File: src/verilog/agdl_regs.vh
`ifndef AGDL_REGS_VH
`define AGDL_REGS_VH

// ----------------------------------------------------------------------
// Register offsets (byte addresses)
// ----------------------------------------------------------------------
`define AGDL_OFS_TON_MIN     4'h0
`define AGDL_OFS_TON_MAX     4'h4
`define AGDL_OFS_STATUS      4'h8
`define AGDL_OFS_DEMAG       4'hC

// ----------------------------------------------------------------------
// Reset values
// ----------------------------------------------------------------------
`define AGDL_RST_TON_MIN     10'h019
`define AGDL_RST_TON_MAX     12'h3E8

// ----------------------------------------------------------------------
// Status field positions
// ----------------------------------------------------------------------
`define AGDL_ST_LEVEL_LSB    0
`define AGDL_ST_ADAPT_BIT    5
`define AGDL_ST_LOWPWR_BIT   6
`define AGDL_ST_STATE_LSB    8

// ----------------------------------------------------------------------
// Level encoding
// ----------------------------------------------------------------------
`define AGDL_LEVEL_MIN       5'h01
`define AGDL_LEVEL_MAX       5'h10
`define AGDL_STREAK_LEN      6'h20
`define AGDL_DIS_CYCLES      3'h4

// ----------------------------------------------------------------------
// Timing
// ----------------------------------------------------------------------
`define AGDL_CLK_MHZ         50
`define AGDL_BASE_NS         300
`define AGDL_BASE_CYC        ((`AGDL_BASE_NS * `AGDL_CLK_MHZ + 999) / 1000)
`define AGDL_STOP_US         10
`define AGDL_STOP_CYC        (`AGDL_STOP_US * `AGDL_CLK_MHZ)

`endif

File: src/verilog/agdl_sync.v
`timescale 1ns/1ns
module agdl_sync #(
  parameter W = 1
) (
  sys_clk,
  rst_n,
  async_in,
  sync_out
);
  input  wire         sys_clk;
  input  wire         rst_n;
  input  wire [W-1:0] async_in;
  output reg  [W-1:0] sync_out;

  reg [W-1:0] stage1_reg;

  // Multi-bit codes are treated as quasi-static; each bit is synced alone
  always @(posedge sys_clk or negedge rst_n) begin
    if (!rst_n) begin
      stage1_reg <= {W{1'b0}};
      sync_out   <= {W{1'b0}};
    end else begin
      stage1_reg <= async_in;
      sync_out   <= stage1_reg;
    end
  end
endmodule // agdl_sync

File: src/verilog/agdl_demag_meter.v
`timescale 1ns/1ns
`include "agdl_regs.vh"
module agdl_demag_meter (
  sys_clk,
  rst_n,
  sense_high,
  fall_pulse,
  end_pulse,
  demag_time,
  stop_pulse
);
  input  wire        sys_clk;
  input  wire        rst_n;
  input  wire        sense_high;
  output reg         fall_pulse;
  output reg         end_pulse;
  output reg  [11:0] demag_time;
  output reg         stop_pulse;

  localparam integer STOP_I    = `AGDL_STOP_CYC - 1;
  localparam [9:0]   STOP_LAST = STOP_I[9:0];

  reg        sense_d_reg;
  reg        timing_reg;
  reg [11:0] cnt_reg;
  reg [9:0]  stop_cnt_reg;

  // Time runs from the first fall below threshold to the first rise
  always @(posedge sys_clk or negedge rst_n) begin
    if (!rst_n) begin
      // Same as the synchroniser's reset output, so no false fall
      sense_d_reg  <= 1'b0;
      timing_reg   <= 1'b0;
      cnt_reg      <= 12'h000;
      stop_cnt_reg <= 10'h000;
      fall_pulse   <= 1'b0;
      end_pulse    <= 1'b0;
      demag_time   <= 12'h000;
      stop_pulse   <= 1'b0;
    end else begin
      sense_d_reg <= sense_high;
      fall_pulse  <= sense_d_reg & ~sense_high;
      end_pulse   <= 1'b0;
      stop_pulse  <= 1'b0;
      if (sense_d_reg & ~sense_high) begin
        timing_reg <= 1'b1;
        cnt_reg    <= 12'h001;
      end else if (timing_reg & sense_high) begin
        timing_reg <= 1'b0;
        end_pulse  <= 1'b1;
        demag_time <= cnt_reg;
      end else if (timing_reg && cnt_reg != 12'hFFF) begin
        cnt_reg <= cnt_reg + 12'h001;
      end
      // Switching stop: sense held high with no falling edge
      if (!sense_high) begin
        stop_cnt_reg <= 10'h000;
      end else if (stop_cnt_reg != STOP_LAST) begin
        stop_cnt_reg <= stop_cnt_reg + 10'h001;
        stop_pulse   <= (stop_cnt_reg == STOP_LAST - 10'h001);
      end
    end
  end
endmodule // agdl_demag_meter

File: src/verilog/agdl_top.v
`timescale 1ns/1ns
`include "agdl_regs.vh"
module agdl_top (
  sys_clk,
  rst_n,
  drain_sense_input,
  disable_input,
  supply_on_threshold,
  supply_adapt_enable_level,
  supply_adapt_disable_level,
  aux_supply_pin,
  supply_cap_code,
  supply_drop_code,
  reg_addr,
  reg_wdata,
  reg_wr,
  reg_rd,
  reg_rdata,
  gate_drive,
  gate_level,
  gate_hold_low
);
  input  wire        sys_clk;
  input  wire        rst_n;
  input  wire        drain_sense_input;
  input  wire        disable_input;
  input  wire        supply_on_threshold;
  input  wire        supply_adapt_enable_level;
  input  wire        supply_adapt_disable_level;
  input  wire        aux_supply_pin;
  input  wire [4:0]  supply_cap_code;
  input  wire [4:0]  supply_drop_code;
  input  wire [3:0]  reg_addr;
  input  wire [31:0] reg_wdata;
  input  wire        reg_wr;
  input  wire        reg_rd;
  output reg  [31:0] reg_rdata;
  output reg         gate_drive;
  output reg  [4:0]  gate_level;
  output reg         gate_hold_low;

  // --------------------------------------------------------------------
  // States
  // --------------------------------------------------------------------
  localparam [3:0] ST_RUN   = 4'h1;
  localparam [3:0] ST_SLEEP = 4'h2;
  localparam [3:0] ST_BURST = 4'h4;
  localparam [3:0] ST_DIS   = 4'h8;
  localparam integer BASE_I   = `AGDL_BASE_CYC;
  localparam [15:0]  BASE_CYC = BASE_I[15:0];

  // --------------------------------------------------------------------
  // Input synchronisation
  // --------------------------------------------------------------------
  wire [15:0] sync_bus;
  wire        s_sense;
  wire        s_dis;
  wire        s_on;
  wire        s_en;
  wire        s_dis_lvl;
  wire        s_aux;
  wire [4:0]  s_cap;
  wire [4:0]  s_drop;

  agdl_sync #(.W(16)) u_sync (
    .sys_clk  (sys_clk),
    .rst_n    (rst_n),
    .async_in ({supply_drop_code, supply_cap_code, aux_supply_pin,
                supply_adapt_disable_level, supply_adapt_enable_level,
                supply_on_threshold, disable_input, drain_sense_input}),
    .sync_out (sync_bus)
  );

  assign s_sense   = sync_bus[0];
  assign s_dis     = sync_bus[1];
  assign s_on      = sync_bus[2];
  assign s_en      = sync_bus[3];
  assign s_dis_lvl = sync_bus[4];
  assign s_aux     = sync_bus[5];
  assign s_cap     = sync_bus[10:6];
  assign s_drop    = sync_bus[15:11];

  wire        fall_p;
  wire        end_p;
  wire [11:0] td;
  wire        stop_p;

  agdl_demag_meter u_meter (
    .sys_clk    (sys_clk),
    .rst_n      (rst_n),
    .sense_high (s_sense),
    .fall_pulse (fall_p),
    .end_pulse  (end_p),
    .demag_time (td),
    .stop_pulse (stop_p)
  );

  // --------------------------------------------------------------------
  // Registers and state
  // --------------------------------------------------------------------
  reg [9:0]  ton_min_reg;
  reg [11:0] ton_max_reg;
  reg [11:0] last_td_reg;
  reg [3:0]  state_reg;
  reg        from_sleep_reg;
  reg [2:0]  dis_cnt_reg;
  reg [4:0]  level_reg;
  reg [5:0]  up_cnt_reg;
  reg [5:0]  dn_cnt_reg;
  reg        adapt_en_reg;
  reg [11:0] on_cnt_reg;

  // Largest band whose boundary the demag time reaches; compared at x6
  // to avoid a divider
  function [4:0] agdl_band;
    input [11:0] t;
    input [9:0]  tmin;
    reg   [15:0] lhs;
    reg   [15:0] rhs;
    reg   [15:0] tsub;
    reg   [4:0]  k;
    begin
      agdl_band = `AGDL_LEVEL_MIN;
      tsub = ({4'h0, t} > BASE_CYC) ? ({4'h0, t} - BASE_CYC) : 16'h0000;
      lhs = (tsub << 2) + (tsub << 1);
      for (k = 5'h01; k <= 5'h10; k = k + 5'h01) begin
        rhs = {6'h00, tmin} * ({11'h000, k} + 16'h0006);
        if (lhs >= rhs) begin
          agdl_band = k;
        end
      end
    end
  endfunction

  wire [4:0]  band = agdl_band(td, ton_min_reg);
  wire [15:0] td16 = {4'h0, td};
  wire [15:0] tmin16 = {6'h00, ton_min_reg};
  wire        sleep_in = (td16 <= tmin16 + BASE_CYC);
  wire [15:0] tsub5 = (td16 > BASE_CYC) ?
                      ((td16 - BASE_CYC) << 2) + (td16 - BASE_CYC) :
                      16'h0000;
  wire        sleep_out = (tsub5 > (tmin16 << 2) + (tmin16 << 1));

  // Adaptation off means the clamp index, still under the supply cap
  wire [4:0] eff_level = adapt_en_reg ? level_reg : `AGDL_LEVEL_MAX;
  wire [4:0] cap_level = s_aux ? s_cap : s_drop;
  wire [4:0] out_level = (eff_level < cap_level) ? eff_level : cap_level;

  wire gate_stop = s_sense | s_dis | ~s_on | (state_reg != ST_RUN) |
                   (on_cnt_reg >= ton_max_reg - 12'h001);

  // --------------------------------------------------------------------
  // Register port
  // --------------------------------------------------------------------
  always @(posedge sys_clk or negedge rst_n) begin
    if (!rst_n) begin
      ton_min_reg <= `AGDL_RST_TON_MIN;
      ton_max_reg <= `AGDL_RST_TON_MAX;
      reg_rdata   <= 32'h0000_0000;
    end else begin
      if (reg_wr && reg_addr == `AGDL_OFS_TON_MIN) begin
        ton_min_reg <= reg_wdata[9:0];
      end
      if (reg_wr && reg_addr == `AGDL_OFS_TON_MAX) begin
        ton_max_reg <= reg_wdata[11:0];
      end
      reg_rdata <= 32'h0000_0000;
      if (reg_rd) begin
        case (reg_addr)
          `AGDL_OFS_TON_MIN: reg_rdata <= {22'h00_0000, ton_min_reg};
          `AGDL_OFS_TON_MAX: reg_rdata <= {20'h0_0000, ton_max_reg};
          `AGDL_OFS_STATUS: begin
            reg_rdata[`AGDL_ST_LEVEL_LSB +: 5]  <= level_reg;
            reg_rdata[`AGDL_ST_ADAPT_BIT]       <= adapt_en_reg;
            reg_rdata[`AGDL_ST_LOWPWR_BIT]      <=
              (dis_cnt_reg == `AGDL_DIS_CYCLES);
            reg_rdata[`AGDL_ST_STATE_LSB +: 4]  <= state_reg;
          end
          `AGDL_OFS_DEMAG: reg_rdata <= {20'h0_0000, last_td_reg};
          default: reg_rdata <= 32'h0000_0000;
        endcase
      end
    end
  end

  // --------------------------------------------------------------------
  // Mode control and level adaptation
  // --------------------------------------------------------------------
  always @(posedge sys_clk or negedge rst_n) begin
    if (!rst_n) begin
      state_reg      <= ST_SLEEP;
      from_sleep_reg <= 1'b0;
      dis_cnt_reg    <= 3'h0;
      level_reg      <= `AGDL_LEVEL_MIN;
      up_cnt_reg     <= 6'h00;
      dn_cnt_reg     <= 6'h00;
      adapt_en_reg   <= 1'b0;
      last_td_reg    <= 12'h000;
    end else begin
      if (s_en) begin
        adapt_en_reg <= 1'b1;
      end else if (!s_dis_lvl) begin
        adapt_en_reg <= 1'b0;
      end
      if (end_p) begin
        last_td_reg <= td;
      end
      if (!s_on) begin
        state_reg   <= ST_SLEEP;
        level_reg   <= `AGDL_LEVEL_MIN;
        dis_cnt_reg <= 3'h0;
        up_cnt_reg  <= 6'h00;
        dn_cnt_reg  <= 6'h00;
      end else begin
        case (state_reg)
          ST_RUN: begin
            if (s_dis) begin
              state_reg   <= ST_DIS;
              dis_cnt_reg <= 3'h0;
            end else if (stop_p) begin
              state_reg      <= ST_BURST;
              from_sleep_reg <= 1'b0;
            end else if (end_p && sleep_in) begin
              state_reg <= ST_SLEEP;
            end else if (end_p && adapt_en_reg) begin
              // Streaks restart on any cycle that leaves the band
              if (band > level_reg) begin
                dn_cnt_reg <= 6'h00;
                if (up_cnt_reg == `AGDL_STREAK_LEN - 6'h01) begin
                  up_cnt_reg <= 6'h00;
                  if (level_reg != `AGDL_LEVEL_MAX) begin
                    level_reg <= level_reg + 5'h01;
                  end
                end else begin
                  up_cnt_reg <= up_cnt_reg + 6'h01;
                end
              end else if (band < level_reg) begin
                up_cnt_reg <= 6'h00;
                if (dn_cnt_reg == `AGDL_STREAK_LEN - 6'h01) begin
                  dn_cnt_reg <= 6'h00;
                  if (level_reg != `AGDL_LEVEL_MIN) begin
                    level_reg <= level_reg - 5'h01;
                  end
                end else begin
                  dn_cnt_reg <= dn_cnt_reg + 6'h01;
                end
              end else begin
                up_cnt_reg <= 6'h00;
                dn_cnt_reg <= 6'h00;
              end
            end
          end
          ST_SLEEP: begin
            if (s_dis) begin
              state_reg   <= ST_DIS;
              dis_cnt_reg <= 3'h0;
            end else if (stop_p) begin
              state_reg      <= ST_BURST;
              from_sleep_reg <= 1'b1;
            end else if (end_p && sleep_out) begin
              state_reg   <= ST_RUN;
              level_reg   <= `AGDL_LEVEL_MIN;
              dis_cnt_reg <= 3'h0;
              up_cnt_reg  <= 6'h00;
              dn_cnt_reg  <= 6'h00;
            end
          end
          ST_BURST: begin
            // Resume on first fall; that cycle is not driven
            if (s_dis) begin
              state_reg   <= ST_DIS;
              dis_cnt_reg <= 3'h0;
            end else if (fall_p && from_sleep_reg) begin
              state_reg <= ST_SLEEP;
            end else if (fall_p) begin
              state_reg  <= ST_RUN;
              level_reg  <= `AGDL_LEVEL_MAX;
              up_cnt_reg <= 6'h00;
              dn_cnt_reg <= 6'h00;
            end
          end
          ST_DIS: begin
            if (!s_dis) begin
              // Low consumption exit needs a sleep-out cycle first
              state_reg <= (dis_cnt_reg == `AGDL_DIS_CYCLES) ?
                           ST_SLEEP : ST_RUN;
            end else if (fall_p && dis_cnt_reg != `AGDL_DIS_CYCLES) begin
              dis_cnt_reg <= dis_cnt_reg + 3'h1;
            end
          end
          default: begin
            state_reg <= ST_SLEEP;
          end
        endcase
      end
    end
  end

  // --------------------------------------------------------------------
  // Gate driver
  // --------------------------------------------------------------------
  always @(posedge sys_clk or negedge rst_n) begin
    if (!rst_n) begin
      gate_drive    <= 1'b0;
      on_cnt_reg    <= 12'h000;
      gate_level    <= 5'h00;
      gate_hold_low <= 1'b1;
    end else begin
      gate_hold_low <= ~s_on;
      gate_level    <= out_level;
      if (gate_drive && gate_stop) begin
        gate_drive <= 1'b0;
      end else if (!gate_drive && fall_p && state_reg == ST_RUN &&
                   !s_dis && s_on) begin
        gate_drive <= 1'b1;
        on_cnt_reg <= 12'h000;
      end else if (gate_drive) begin
        on_cnt_reg <= on_cnt_reg + 12'h001;
      end
    end
  end
endmodule // agdl_top

File: config.mk
export PLATFORM = sky130hd
export DESIGN_NAME = agdl_top
export DESIGN_NICKNAME = d
export VERILOG_FILES = /design/src/verilog/agdl_sync.v /design/src/verilog/agdl_demag_meter.v /design/src/verilog/agdl_top.v
export VERILOG_INCLUDE_DIRS = /design/src /design/src/verilog
export SDC_FILE = /design/constraint.sdc
export NUM_CORES = 1
export LEC_CHECK = 0
export BUFFER_PORTS_ARGS = -buffer_cell sky130_fd_sc_hd__clkbuf_2
export CAP_MARGIN = 20
export CORE_ASPECT_RATIO = 0.5
export CORE_UTILIZATION = 40
export CTS_BUF_LIST = sky130_fd_sc_hd__clkbuf_2 sky130_fd_sc_hd__clkbuf_4 sky130_fd_sc_hd__clkbuf_8
export CTS_CLUSTER_DIAMETER = 50
export CTS_CLUSTER_SIZE = 14
export DETAILED_ROUTE_END_ITERATION = 10
export HOLD_SLACK_MARGIN = 0.15
export PLACE_DENSITY = 0.58
export RECOVER_POWER = 50
export SYNTH_ARGS = -nofsm -noshare
export SYNTH_HDL_FRONTEND = slang
export SYNTH_SLANG_ARGS = --single-unit
File: constraint.sdc
create_clock -name sys_clk -period 15.6 [get_ports sys_clk]
set_input_delay 3.12 -clock sys_clk [delete_from_list [all_inputs] [get_ports sys_clk]]
set_output_delay 3.12 -clock sys_clk [all_outputs]
set_load 0.005 [all_outputs]
# Word level (Yosys, flattened, before mapping)
# Cells that the tools add are included.
# totals
register_bits,182
in_bits,56
# op_classes
magnitude_cmp,22
eq_ne,50
n_addsub,14
n_bitwise,10
multipliers,13
mux,108
n_reduce_logical,30
# op_table
op,count
5-bit two-way mux,26
16-bit by 14-bit >= comparator with 1-bit output,8
6-bit two-way mux,21
16-bit by 15-bit >= comparator with 1-bit output,6
10-bit by 4-bit multiplier with 14-bit output (second input constant),6
12-bit two-way mux,6
4-bit two-way mux,14
10-bit by 5-bit multiplier with 15-bit output (second input constant),3
3-bit inequality test (second input constant),14
10-bit by 3-bit multiplier with 13-bit output (second input constant),3
4-bit inequality test (second input constant),9
6-bit case mux with 3 select lines,2
3-bit two-way mux,11
4-bit case mux with 4 select lines,2
7-bit case mux with 4 select lines,1
12-bit by 1-bit adder with 12-bit output (second input constant),2
10-bit two-way mux,2
15-bit by 13-bit adder with 16-bit output,1
16-bit adder,1
16-bit by 13-bit >= comparator with 1-bit output,1
16-bit by 13-bit greater-than comparator with 1-bit output,1
16-bit two-way mux,1
16-bit AND reduction,1
15-bit two-way mux,1
other kinds (49),104

# Longest topological paths before layout
# Gate-level depths: netlist of run 1.
# depth
word_depth,28
mapped_depth,43
ltp_nobuf,40

# By module
# From an unflattened synthesis of run 1, not the netlist that was laid out.
# hier_totals
hier_cells,2175
area_unflattened_um2,19635.1
# by_module_without_submodules
mod,cells_per_inst,n_inst,area_each_um2
agdl_top,1986,1,17040.1
agdl_demag_meter,157,1,1794.2
agdl_sync,32,1,800.8

# Worst setup path before layout of run 1
# OpenSTA, ideal clock, no wires.
# synth_timing
path_kind,register to register
from,register u_meter.demag_time[0]
to,register level_reg[2]
t_arrival_ps,8004
setup_ps,118
setup_slack_ps,7478
synth_period_minus_slack_ps,8122
path_buffers,3
required_time_ps,15482
stages_incl_launch_ff,41
cell_sequence,dfrtp_1 -> ha_1 -> buf_4 -> o21ai_1 -> clkbuf_1 -> nand2_1 -> inv_1 -> ha_1 -> ha_1 -> o21ai_0 -> a211o_1 -> a2111oi_0 -> o211ai_1 -> a22oi_1 -> o21ai_0 -> a21boi_0 -> o21ai_0 -> nand2b_1 -> (+5 left out) -> a2111oi_0 -> o21ai_0 -> nor2_1 -> nor4_1 -> a311oi_1 -> ha_1 -> nor2b_1 -> o21a_1 -> o21a_1 -> o21ai_0 -> nand2b_1 -> o21a_1 -> clkbuf_1 -> nand2_1 -> o311ai_0 -> nor4b_1 -> a32o_1 -> a21o_1
# synth_between
elab_chain_cells,27
word_cells_on_any_way,57
classes_between,add/sub (3); order compare (20); eq/ne (7); mux (24); reduce/logical (3)
# synth_rtl
element,line_no,source
"start, declared",agdl_demag_meter.v:17,output reg [11:0] demag_time;
"start signal, assigned",agdl_demag_meter.v:51,demag_time <= cnt_reg;
12-bit by 4-bit subtractor with 13-bit output / 12-bit by 4-bit greater-than comparator with 1-bit output (equally long branches),"agdl_top.v:124, agdl_top.v:140, agdl_top.v:139",
15-bit two-way mux,agdl_top.v:124,"tsub = ({4'h0, t} > BASE_CYC) ? ({4'h0, t} - BASE_CYC) : 16'h0000;"
16-bit adder,agdl_top.v:125,lhs = (tsub << 2) + (tsub << 1);
16-bit by 13-bit >= comparator with 1-bit output,agdl_top.v:128,if (lhs >= rhs) begin
2-bit two-way mux (2 in series),agdl_top.v:128,
3-bit two-way mux (4 in series),agdl_top.v:128,
4-bit two-way mux (3 in series),agdl_top.v:128,
5-bit two-way mux (6 in series),agdl_top.v:128,
5-bit greater-than comparator,agdl_top.v:227,if (band > level_reg) begin
5-bit two-way mux,agdl_top.v:227,
5-bit two-way mux,agdl_top.v:225,end else if (end_p && adapt_en_reg) begin
5-bit two-way mux,agdl_top.v:223,end else if (end_p && sleep_in) begin
5-bit two-way mux,agdl_top.v:220,end else if (stop_p) begin
5-bit two-way mux,agdl_top.v:217,if (s_dis) begin
5-bit case mux with 3 select lines,agdl_top.v:215,case (state_reg)
5-bit two-way mux,agdl_top.v:208,if (!s_on) begin
"end signal, assigned",agdl_top.v:210,level_reg <= `AGDL_LEVEL_MIN;
"end signal, assigned",agdl_top.v:232,level_reg <= level_reg + 5'h01;
"end signal, assigned",agdl_top.v:242,level_reg <= level_reg - 5'h01;
"end, declared",agdl_top.v:107,reg [4:0] level_reg;
# Several ways; a longest one is shown, not always the timed one. The select of a mux whose other input is x is not followed.
# A chain may end at the register's enable or synchronous reset.

# Worst setup path in the final report of run 1
# layout_timing
from,register u_meter.demag_time[3]
to,register level_reg[0]
# Same word-level chain as after synthesis.

==> results of run 1 <==
==> placed cells by master (no fill, tap or decap), types with 14 or more instances in the layout <==
master	instances
nand2_1	127
a211oi_1	15
nand4_1	22
conb_1	20
xor2_1	40
a21oi_1	117
and2_1	15
o21a_1	32
a31oi_1	23
mux2_2	37
nor3_1	30
a21o_1	78
fa_1	65
dfrtp_1	150
buf_4	22
nand3_1	49
ha_1	374
and3_1	30
nor2_1	106
or3_1	14
clkbuf_8	18
o21bai_1	14
inv_1	223
nor2b_1	34
xnor2_1	91
clkbuf_2	53
nand2b_1	41
o21ai_0	110
mux2i_1	18
==> how the worst min path moves through the flow <==
| stage | endpoint | slack [ns] | depth (start not counted) |
|---|---|---|---|
| 2_1_floorplan | u_sync.sync_out[0] | 0.33 | 0 |
| 3_3_place_gp | u_sync.sync_out[10] | 0.33 | 0 |
| 3_5_place_dp | u_sync.sync_out[11] | 0.33 | 0 |
| 4_1_cts | u_sync.sync_out[10] | 0.36 | 0 |
| 5_1_grt | u_sync.sync_out[15] | 0.37 | 0 |
| 6_report | u_sync.sync_out[10] | 0.35 | 0 |
==> report_power, final <==
group,switching [mW],internal (mW)
sequential,0.0901,0.466
clock,0.183,0.142
combinational,1.40,1.02
==> worst register-to-register path, delay by kind of cell (launching register included) <==
kind | cells | cell delay (ns)
AOI/OAI and AO/OA | 18 | 5.19
adders and majority gates | 4 | 1.34
buffers and inverters | 2 | 0.30
DFF | 1 | 0.88
muxes | 2 | 0.46
and+or+nand+nor | 10 | 1.79
==> routing by layer <==
metal / vias up / routed length (um) / GRT usage
li1: 7838 / - / -
met1: 7627 / 24900 / 0.293
met2: 275 / 24600 / 0.357
met3: 60 / 1880 / 0.0187
met4: 0 / 1140 / 0.0564
met5: - / 0 / 0
==> final cells by class <==
class                           count  area [um^2]  share of cell area
Multi-Input combinational cell   1731        14500               0.686
Inverter                          230          863              0.0408
Timing Repair Buffer               79          477              0.0225
Clock buffer                       18          248              0.0117
Tap cell                          649          812              0.0384
Sequential cell                   162         4070               0.192
Clock inverter                     14          184             0.00869
==> logic make-up (layout without fill, tap and decap cells) <==
family / count (synthesis) / count (layout) / share of synthesized area
other cells: 1 / 20 / 0.000190
fa+ha+maj: 442 / 442 / 0.305
xor+xnor: 135 / 135 / 0.0622
flops: 162 / 162 / 0.207
simple gates: 536 / 536 / 0.141
compound gates: 535 / 535 / 0.183
mux: 63 / 63 / 0.0395
buf+inv: 293 / 341 / 0.0614
==> metrics by stage <==
step,utilization,std cells
finish,0.436,2883
global route,0.436,2883
CTS,0.435,2881
detailed placement,0.426,2849
global placement,0.426,2849
floorplan,-,2186
==> impl_metrics.py, run 1 <==
metrics = {
    "timing": {
        "worst_pin_slew_ns": 4.33,
        "whs_ns": 0.352,
        "finalHoldViolCount": 0,
        "slew_headroom": -1.88,
        "finClkSkew_ns": 0.0202,
        "rsz0062_at_grt": "no",
        "finalCritPeriodShare": 0.640,
        "finalSetupTns_ns": 0,
        "fin_crit_ns": 9.99,
        "fmax_ghz": 0.100,
        "drv_slew": 86,
        "setup_violations": 0,
        "fin_ws_ns": 5.61,
    },
    "detailed_routing": {
        "firstDrtPassIters": 8,
        "drc": 0,
        "wl_um": 52500,
        "wl_per_cell_um": 18.2,
        "via_count": 15800,
        "via_per_inst": 5.48,
        "drtIter0Drc": 1064,
        "final_antenna_net_count": 0,
    },
    "floorplan": {
        "die_w_um": 316,
        "rows": 57,
        "die_y_um": 159,
        "core_mm2": 0.0486,
        "start_util": 0.405,
        "die_area_mm2": 0.0502,
        "ios": 95,
    },
    "global_route": {
        "grtUsageTotal": 0.213,
        "antenna_found_initial": 0,
        "grt_pass1_wl_um": 84100,
        "grt-ovfl-total": 0,
        "grt_max_degree": 86,
        "grt_pass1_vias": 15673,
    },
    "hold_path": {
        "hp-class": "flip-flop to flip-flop",
        "hp-start": "u_sync.stage1_reg[10]",
    },
    "setup_path": {
        "crit_cells": 36,
        "crit_slowest_cell": "dfrtp_1",
        "critPathKind": "flip-flop to flip-flop",
        "critPathLaunchType": "flip-flop",
        "crit_start": "u_meter.demag_time[3]",
        "cp.buffers_inverters": 2,
        "ff2ff_path_depth": 36,
        "slowest_delay_ns": 0.88,
        "r2r-end": "level_reg[0]",
        "r2r_start": "u_meter.demag_time[3]",
        "r2r_slack_ns": 5.61,
        "cp.arrival_ns": 10.38,
        "cp_top_family": "compound AO/OA/AOI/OAI gates",
        "setup.worst_path.end": "level_reg[0]",
        "required_ns": 15.99,
        "endpoint_kind": "flip-flop",
        "path_max_fanout": 19,
    },
    "clock_tree": {
        "postCtsSetupBuffers": 0,
        "postCtsHoldBufs": 0,
        "clkLatencyLatePin_ns": 0.47,
        "clockRootBuffer": "clkbuf_8",
        "cts-buffers-inserted": 17,
        "h-tree-depth": 4,
        "cts-resized-gates": 0,
        "cts_buffer_depth": 2,
        "cts_tree": "yes",
        "path_clk_slew_ns": 0.10,
        "clock-sinks": 162,
    },
    "synthesis": {
        "synth_ff_type": "dfrtp_1",
        "synth_area_leaders": "ha_1, dfrtp_1, fa_1, inv_1, xnor2_1",
        "yosysSeqAreaShare": 0.207,
        "syn_inst": 2167,
        "synth.most_common_cell": "ha_1",
        "yosysTopAreaCell": "ha_1",
        "syn_avg_cell_area_um2": 9.08,
        "synth_seq_cells": 162,
        "synth_top_area_share": 0.238,
        "yosysWarnings": 0,
        "synthArstFlopShare": 1.00,
        "synthTopCellsByCount": "ha_1, inv_1, dfrtp_1",
        "synth_edf_count": 0,
        "syn_area_mm2": 0.0197,
        "synth_cell_types": 97,
    },
    "place": {
        "port_buffers": 54,
        "dp_hpwl_um": 41600,
        "pre_cts_slack_ns": 5.84,
        "post_dp_cell_area_mm2": 0.0207,
        "gp_congestion": 0.887,
    },
    "finish": {
        "num_antenna_cells": 0,
        "synthToLayoutAreaGrowth_pct": 7.51,
        "final_nets": 2716,
        "fillCellCount": 4774,
        "fin_area_mm2": 0.0212,
        "drive_above_1_share": 0.0904,
    },
    "power": {
        "ir_drop_mv": 0.0628,
        "total_power_mw": 3.30,
        "cellLeakagePower_nw": 10.8,
        "power_density_mw_per_mm2": 156,
    },
    "outcome": {
        "status": "complete, but fails checks",
        "violations": "max-capacitance violations, max-slew violations",
    },
    "job": {
        "drv_cap": 1,
    },
}
(Power assumes the default switching activity.)
==> run 2, diff against run 1 <==
--- a/config.mk
+++ b/config.mk
@@ -15,7 +15,7 @@
 export CTS_CLUSTER_SIZE = 14
 export DETAILED_ROUTE_END_ITERATION = 10
 export HOLD_SLACK_MARGIN = 0.15
-export PLACE_DENSITY = 0.58
+export PLACE_DENSITY = 0.6
 export RECOVER_POWER = 50
 export SYNTH_ARGS = -nofsm -noshare
 export SYNTH_HDL_FRONTEND = slang
==> constraint.sdc (replaced) <==
create_clock -name sys_clk -period 9 [get_ports sys_clk]
set_input_delay 1.8 -clock sys_clk [delete_from_list [all_inputs] [get_ports sys_clk]]
set_output_delay 1.8 -clock sys_clk [all_outputs]
set_load 0.005 [all_outputs]
==> run 2 against run 1 <==
Highest routed layer unchanged. Global-route usage grew 0.071 points. Sequential power increased by 70%. Clock-buffer cell count decreased by 1. First-iteration DRC count down 12%. Largest cell class unchanged. Final area up 1.9%. Via count is 2.3% higher. The run still ends with max-capacitance violations, max-slew violations left. Largest power group unchanged. Routed wire length rose by 0.68%. Critical path depth increased by 2. Register-to-register slack worse by 5.0 ns.
==> impl_metrics.py, run 2 (synthesis gave the netlist of run 1 again) <==
metrics = {
    "outcome": {
        "status": "complete, but fails checks",
        "violations": "max-capacitance violations, max-slew violations",
    },
    "detailed_routing": {
        "final_antenna_net_count": 0,
        "drtIter0Drc": 934,
        "wl_per_cell_um": 18.0,
        "firstDrtPassIters": 6,
        "via_count": 16159,
        "drc": 0,
        "via_per_inst": 5.51,
        "wl_um": 52800,
    },
    "global_route": {
        "use_met1": 0.291,
        "antenna_found_initial": 0,
        "grt_max_degree": 87,
        "grt_pass1_wl_um": 84700,
        "grtUsageMet2": 0.358,
        "grt-ovfl-total": 0,
        "grt_pass1_vias": 15776,
        "busiest_layer": "met2",
        "use_met3": 0.0216,
        "grtUsageTotal": 0.214,
    },
    "timing": {
        "finalSetupTns_ns": 0,
        "finalCritPeriodShare": 0.937,
        "finClkSkew_ns": 0.0159,
        "whs_ns": 0.356,
        "drv_slew": 87,
        "fmax_ghz": 0.119,
        "finalHoldViolCount": 0,
        "fin_crit_ns": 8.43,
        "rsz0062_at_grt": "no",
        "setup_violations": 0,
        "slew_headroom": -1.94,
        "worst_pin_slew_ns": 4.41,
    },
    "hold_path": {
        "hp-class": "flip-flop to flip-flop",
    },
    "setup_path": {
        "cp.arrival_ns": 8.78,
        "r2r_slack_ns": 0.57,
        "path_max_fanout": 8,
        "cp_top_family": "compound AO/OA/AOI/OAI gates",
        "required_ns": 9.35,
        "cp_common_cell": "ha_1",
        "critPathKind": "flip-flop to flip-flop",
        "crit_slowest_cell": "dfrtp_1",
        "endpoint_kind": "flip-flop",
        "slowest_delay_ns": 0.49,
        "critPathLaunchType": "flip-flop",
        "cp.buffers_inverters": 3,
    },
    "clock_tree": {
        "cts_tree": "yes",
        "cts-buffers-inserted": 17,
        "path_clk_slew_ns": 0.09,
        "clock-sinks": 162,
        "clockRootBuffer": "clkbuf_8",
        "h-tree-depth": 4,
        "clkLatencyLatePin_ns": 0.46,
        "cts_buffer_depth": 2,
    },
    "power": {
        "power_density_mw_per_mm2": 269,
        "ir_drop_mv": 0.111,
        "cellLeakagePower_nw": 11.1,
    },
    "finish": {
        "drive_above_1_share": 0.113,
        "num_antenna_cells": 0,
        "mostFrequentLayoutCells": "ha_1, inv_1, dfrtp_1",
        "fillCellCount": 4741,
        "fin_util": 0.444,
        "register_area_mm2": 0.00407,
        "synthToLayoutAreaGrowth_pct": 9.58,
        "final_nets": 2767,
        "multi_input_area_mm2": 0.0145,
        "final_common_cell": "ha_1",
        "fin_area_mm2": 0.0216,
    },
    "place": {
        "gp_congestion": 0.919,
        "post_dp_cell_area_mm2": 0.0211,
        "dp_hpwl_um": 42900,
        "port_buffers": 54,
    },
    "floorplan": {
        "core_mm2": 0.0486,
        "ios": 95,
        "die_area_mm2": 0.0502,
        "die_w_um": 316,
        "rows": 57,
        "start_util": 0.405,
        "die_y_um": 159,
    },
    "job": {
        "drv_cap": 1,
    },
}
-- run 2: power breakdown --
group          switching (mW)  leakage (nW)  total [mW]  internal, mW
clock network           0.308         0.217       0.570         0.262
logic                    2.46          8.80        4.28          1.82
registers               0.138          2.09       0.946         0.808
total                    2.91          11.1        5.80          2.89
-- run 2: per-layer routing --
layer  vias up  wire length, um
li1       7942                -
met1      7837            24700
met2       311            24700
met3        69             2070
met4         0             1310
met5         -                0
-- run 2: metrics by stage --
step | cells | total power, mW | setup WS (ns)
final | 2933 | 5.80 | 0.569
after floorplan | 2186 | 4.14 | 0.878
after detailed placement | 2898 | 5.22 | 0.205
after CTS | 2929 | 5.82 | 0.167
after global routing | 2933 | 6.47 | 0.0303
after global placement | 2898 | 5.14 | 0.333
-- run 2: path summary, 6_finish.rpt --
| path | start | endpoint | depth (start not counted) |
|---|---|---|---|
| setup / recovery | u_meter.demag_time[1] | level_reg[4] | 38 |
| hold / removal | u_sync.stage1_reg[10] | u_sync.sync_out[10] | 0 |
| setup reg to reg | u_meter.demag_time[1] | level_reg[4] | 38 |
| hold reg to reg | u_sync.stage1_reg[10] | u_sync.sync_out[10] | 0 |
| max in group asynchronous | rst_n | ton_max_reg[3] | 3 |
| min in group asynchronous | rst_n | reg_rdata[2] | 1 |
-- run 2: area by class of cell --
class | count | share of cell area
multi-input combinational | 1731 | 0.674
sequential | 162 | 0.189
timing repair buffer | 130 | 0.0404
inverter | 230 | 0.0400
tap | 649 | 0.0376
clock buffer | 17 | 0.0108
clock inverter | 14 | 0.00876
-- run 2: timing repair --
item	in CTS	in global routing
resized for setup	0	7
hold buffers	0	0
buffers inserted	0	1
setup endpoints to repair	0	16
==> run 3, diff against run 2 <==
--- a/config.mk
+++ b/config.mk
@@ -9,6 +9,7 @@
 export BUFFER_PORTS_ARGS = -buffer_cell sky130_fd_sc_hd__clkbuf_2
 export CAP_MARGIN = 20
 export CORE_ASPECT_RATIO = 0.5
+export CORE_MARGIN = 2
 export CORE_UTILIZATION = 40
 export CTS_BUF_LIST = sky130_fd_sc_hd__clkbuf_2 sky130_fd_sc_hd__clkbuf_4 sky130_fd_sc_hd__clkbuf_8
 export CTS_CLUSTER_DIAMETER = 50
@@ -16,7 +17,7 @@
 export DETAILED_ROUTE_END_ITERATION = 10
 export HOLD_SLACK_MARGIN = 0.15
 export PLACE_DENSITY = 0.6
-export RECOVER_POWER = 50
+export RECOVER_POWER = 25
 export SYNTH_ARGS = -nofsm -noshare
 export SYNTH_HDL_FRONTEND = slang
 export SYNTH_SLANG_ARGS = --single-unit
==> run 3 against run 2 <==
The run still ends with max-capacitance violations, max-slew violations left. Critical path depth is the same. Die area rose by 1.9%. Sequential power about the same. Final cell count is 0.38% lower. First-iteration DRC count up 25%. Worst hold slack lost 0.0034 ns. Register-to-register slack about the same.
==> impl_metrics.py, run 3 (synthesis gave the netlist of run 1 again) <==
metrics = {
    "outcome": {
        "status": "complete, but fails checks",
        "violations": "max-capacitance violations, max-slew violations",
    },
    "finish": {
        "synthToLayoutAreaGrowth_pct": 9.48,
        "final_common_cell": "ha_1",
        "drive_above_1_share": 0.112,
        "mostFrequentLayoutCells": "ha_1, inv_1, dfrtp_1",
        "fin_util": 0.444,
        "num_antenna_cells": 0,
        "final_nets": 2755,
    },
    "timing": {
        "setup_violations": 0,
        "fin_crit_ns": 8.42,
        "finalHoldViolCount": 0,
        "fmax_ghz": 0.119,
        "finClkSkew_ns": 0.0225,
        "slew_headroom": -2.14,
        "drv_slew": 87,
        "finalCritPeriodShare": 0.936,
        "worst_pin_slew_ns": 4.71,
        "whs_ns": 0.352,
    },
    "setup_path": {
        "cp.buffers_inverters": 5,
        "crit_cells": 38,
        "cp_top_family": "compound AO/OA/AOI/OAI gates",
        "endpoint_kind": "flip-flop",
        "slowest_delay_ns": 0.62,
        "required_ns": 9.36,
        "ff2ff_path_depth": 38,
        "r2r_start": "u_meter.demag_time[9]",
        "crit_start": "u_meter.demag_time[9]",
        "critPathLaunchType": "flip-flop",
        "critPathKind": "flip-flop to flip-flop",
        "path_max_fanout": 8,
        "cp.arrival_ns": 8.78,
        "crit_slowest_cell": "or4_1",
    },
    "hold_path": {
        "hold_depth": 0,
        "hp-start": "u_sync.stage1_reg[2]",
        "hp-class": "flip-flop to flip-flop",
    },
    "detailed_routing": {
        "wl_um": 53400,
        "drtIter0Drc": 1170,
        "via_per_inst": 5.55,
        "wl_per_cell_um": 18.3,
        "via_count": 16205,
        "final_antenna_net_count": 0,
        "drc": 0,
        "firstDrtPassIters": 5,
    },
    "job": {
        "drv_cap": 1,
    },
    "clock_tree": {
        "postCtsHoldBufs": 0,
        "clock-sinks": 162,
        "h-tree-depth": 4,
        "path_clk_slew_ns": 0.10,
        "clockRootBuffer": "clkbuf_8",
        "cts_tree": "yes",
        "cts-buffers-inserted": 17,
        "cts_buffer_depth": 2,
        "clkLatencyLatePin_ns": 0.47,
    },
    "power": {
        "total_power_mw": 5.83,
        "cellLeakagePower_nw": 11.0,
        "power_density_mw_per_mm2": 271,
        "ir_drop_mv": 0.107,
    },
    "floorplan": {
        "die_w_um": 318,
        "die_y_um": 161,
        "start_util": 0.405,
        "die_area_mm2": 0.0511,
        "ios": 95,
        "rows": 57,
        "core_mm2": 0.0486,
    },
    "place": {
        "dp_hpwl_um": 43000,
        "port_buffers": 54,
        "gp_congestion": 0.902,
    },
    "global_route": {
        "grt-ovfl-total": 0,
        "grt_pass1_wl_um": 85600,
        "antenna_found_initial": 0,
        "grtUsageTotal": 0.211,
        "grt_max_degree": 87,
        "grt_pass1_vias": 15977,
    },
}
## run 3: area by class of cell
class / instances / area (um^2)
repair buffers: 118 / 769
clock buffers: 18 / 248
flip-flops and latches: 162 / 4070
fillers: 4723 / 27000
multi-input cells: 1731 / 14600
well taps: 649 / 812
inverters: 230 / 867
clock inverters: 14 / 206
## run 3: worst paths after layout
| check | endpoint | slack, ns |
|---|---|---|
| worst max register to register | level_reg[4] | 0.58 |
| worst max-delay path | level_reg[4] | 0.58 |
| worst min register to register | u_sync.sync_out[2] | 0.35 |
| min in group asynchronous | u_meter.stop_cnt_reg[4] | 3.01 |
| worst min-delay path | u_sync.sync_out[2] | 0.35 |
| max in group asynchronous | up_cnt_reg[5] | 3.19 |
## run 3: timing repair
| action | CTS | global route |
|---|---|---|
| gates resized for setup | 0 | 19 |
| hold endpoints to repair | 0 | 0 |
| setup buffers | 0 | 4 |
| setup endpoints to repair | 0 | 15 |
## run 3: power by group
group	internal, mW	switching, mW	total (mW)
clock	0.274	0.325	0.599
combinational	1.82	2.47	4.28
sequential	0.807	0.141	0.948
## run 3: stage by stage
step | worst slack (ns) | area, um^2 | std cells | TNS, ns
after floorplan | 0.878 | 19800 | 2186 | 0
after global placement | 0.497 | 21000 | 2885 | 0
after detailed placement | 0.423 | 21000 | 2885 | 0
after CTS | 0.365 | 21400 | 2917 | 0
after global routing | -0.0198 | 21600 | 2922 | -0.0254
final | 0.577 | 21600 | 2922 | 0
## run 3: worst register-to-register path: cells and delay by family, from the launching register on
kind / cells / cell delay, ns
compound gates: 19 / 3.88
simple gates: 10 / 2.17
fa+ha+maj: 4 / 1.14
buf+inv: 5 / 0.77
flops: 1 / 0.38
## run 3: routing by layer
layer,wire length [um],track usage,vias up
met5,0,0,-
met4,1580,0.0701,0
met3,1790,0.0160,86
met2,24700,0.354,324
met1,25400,0.290,7861
li1,-,-,7934
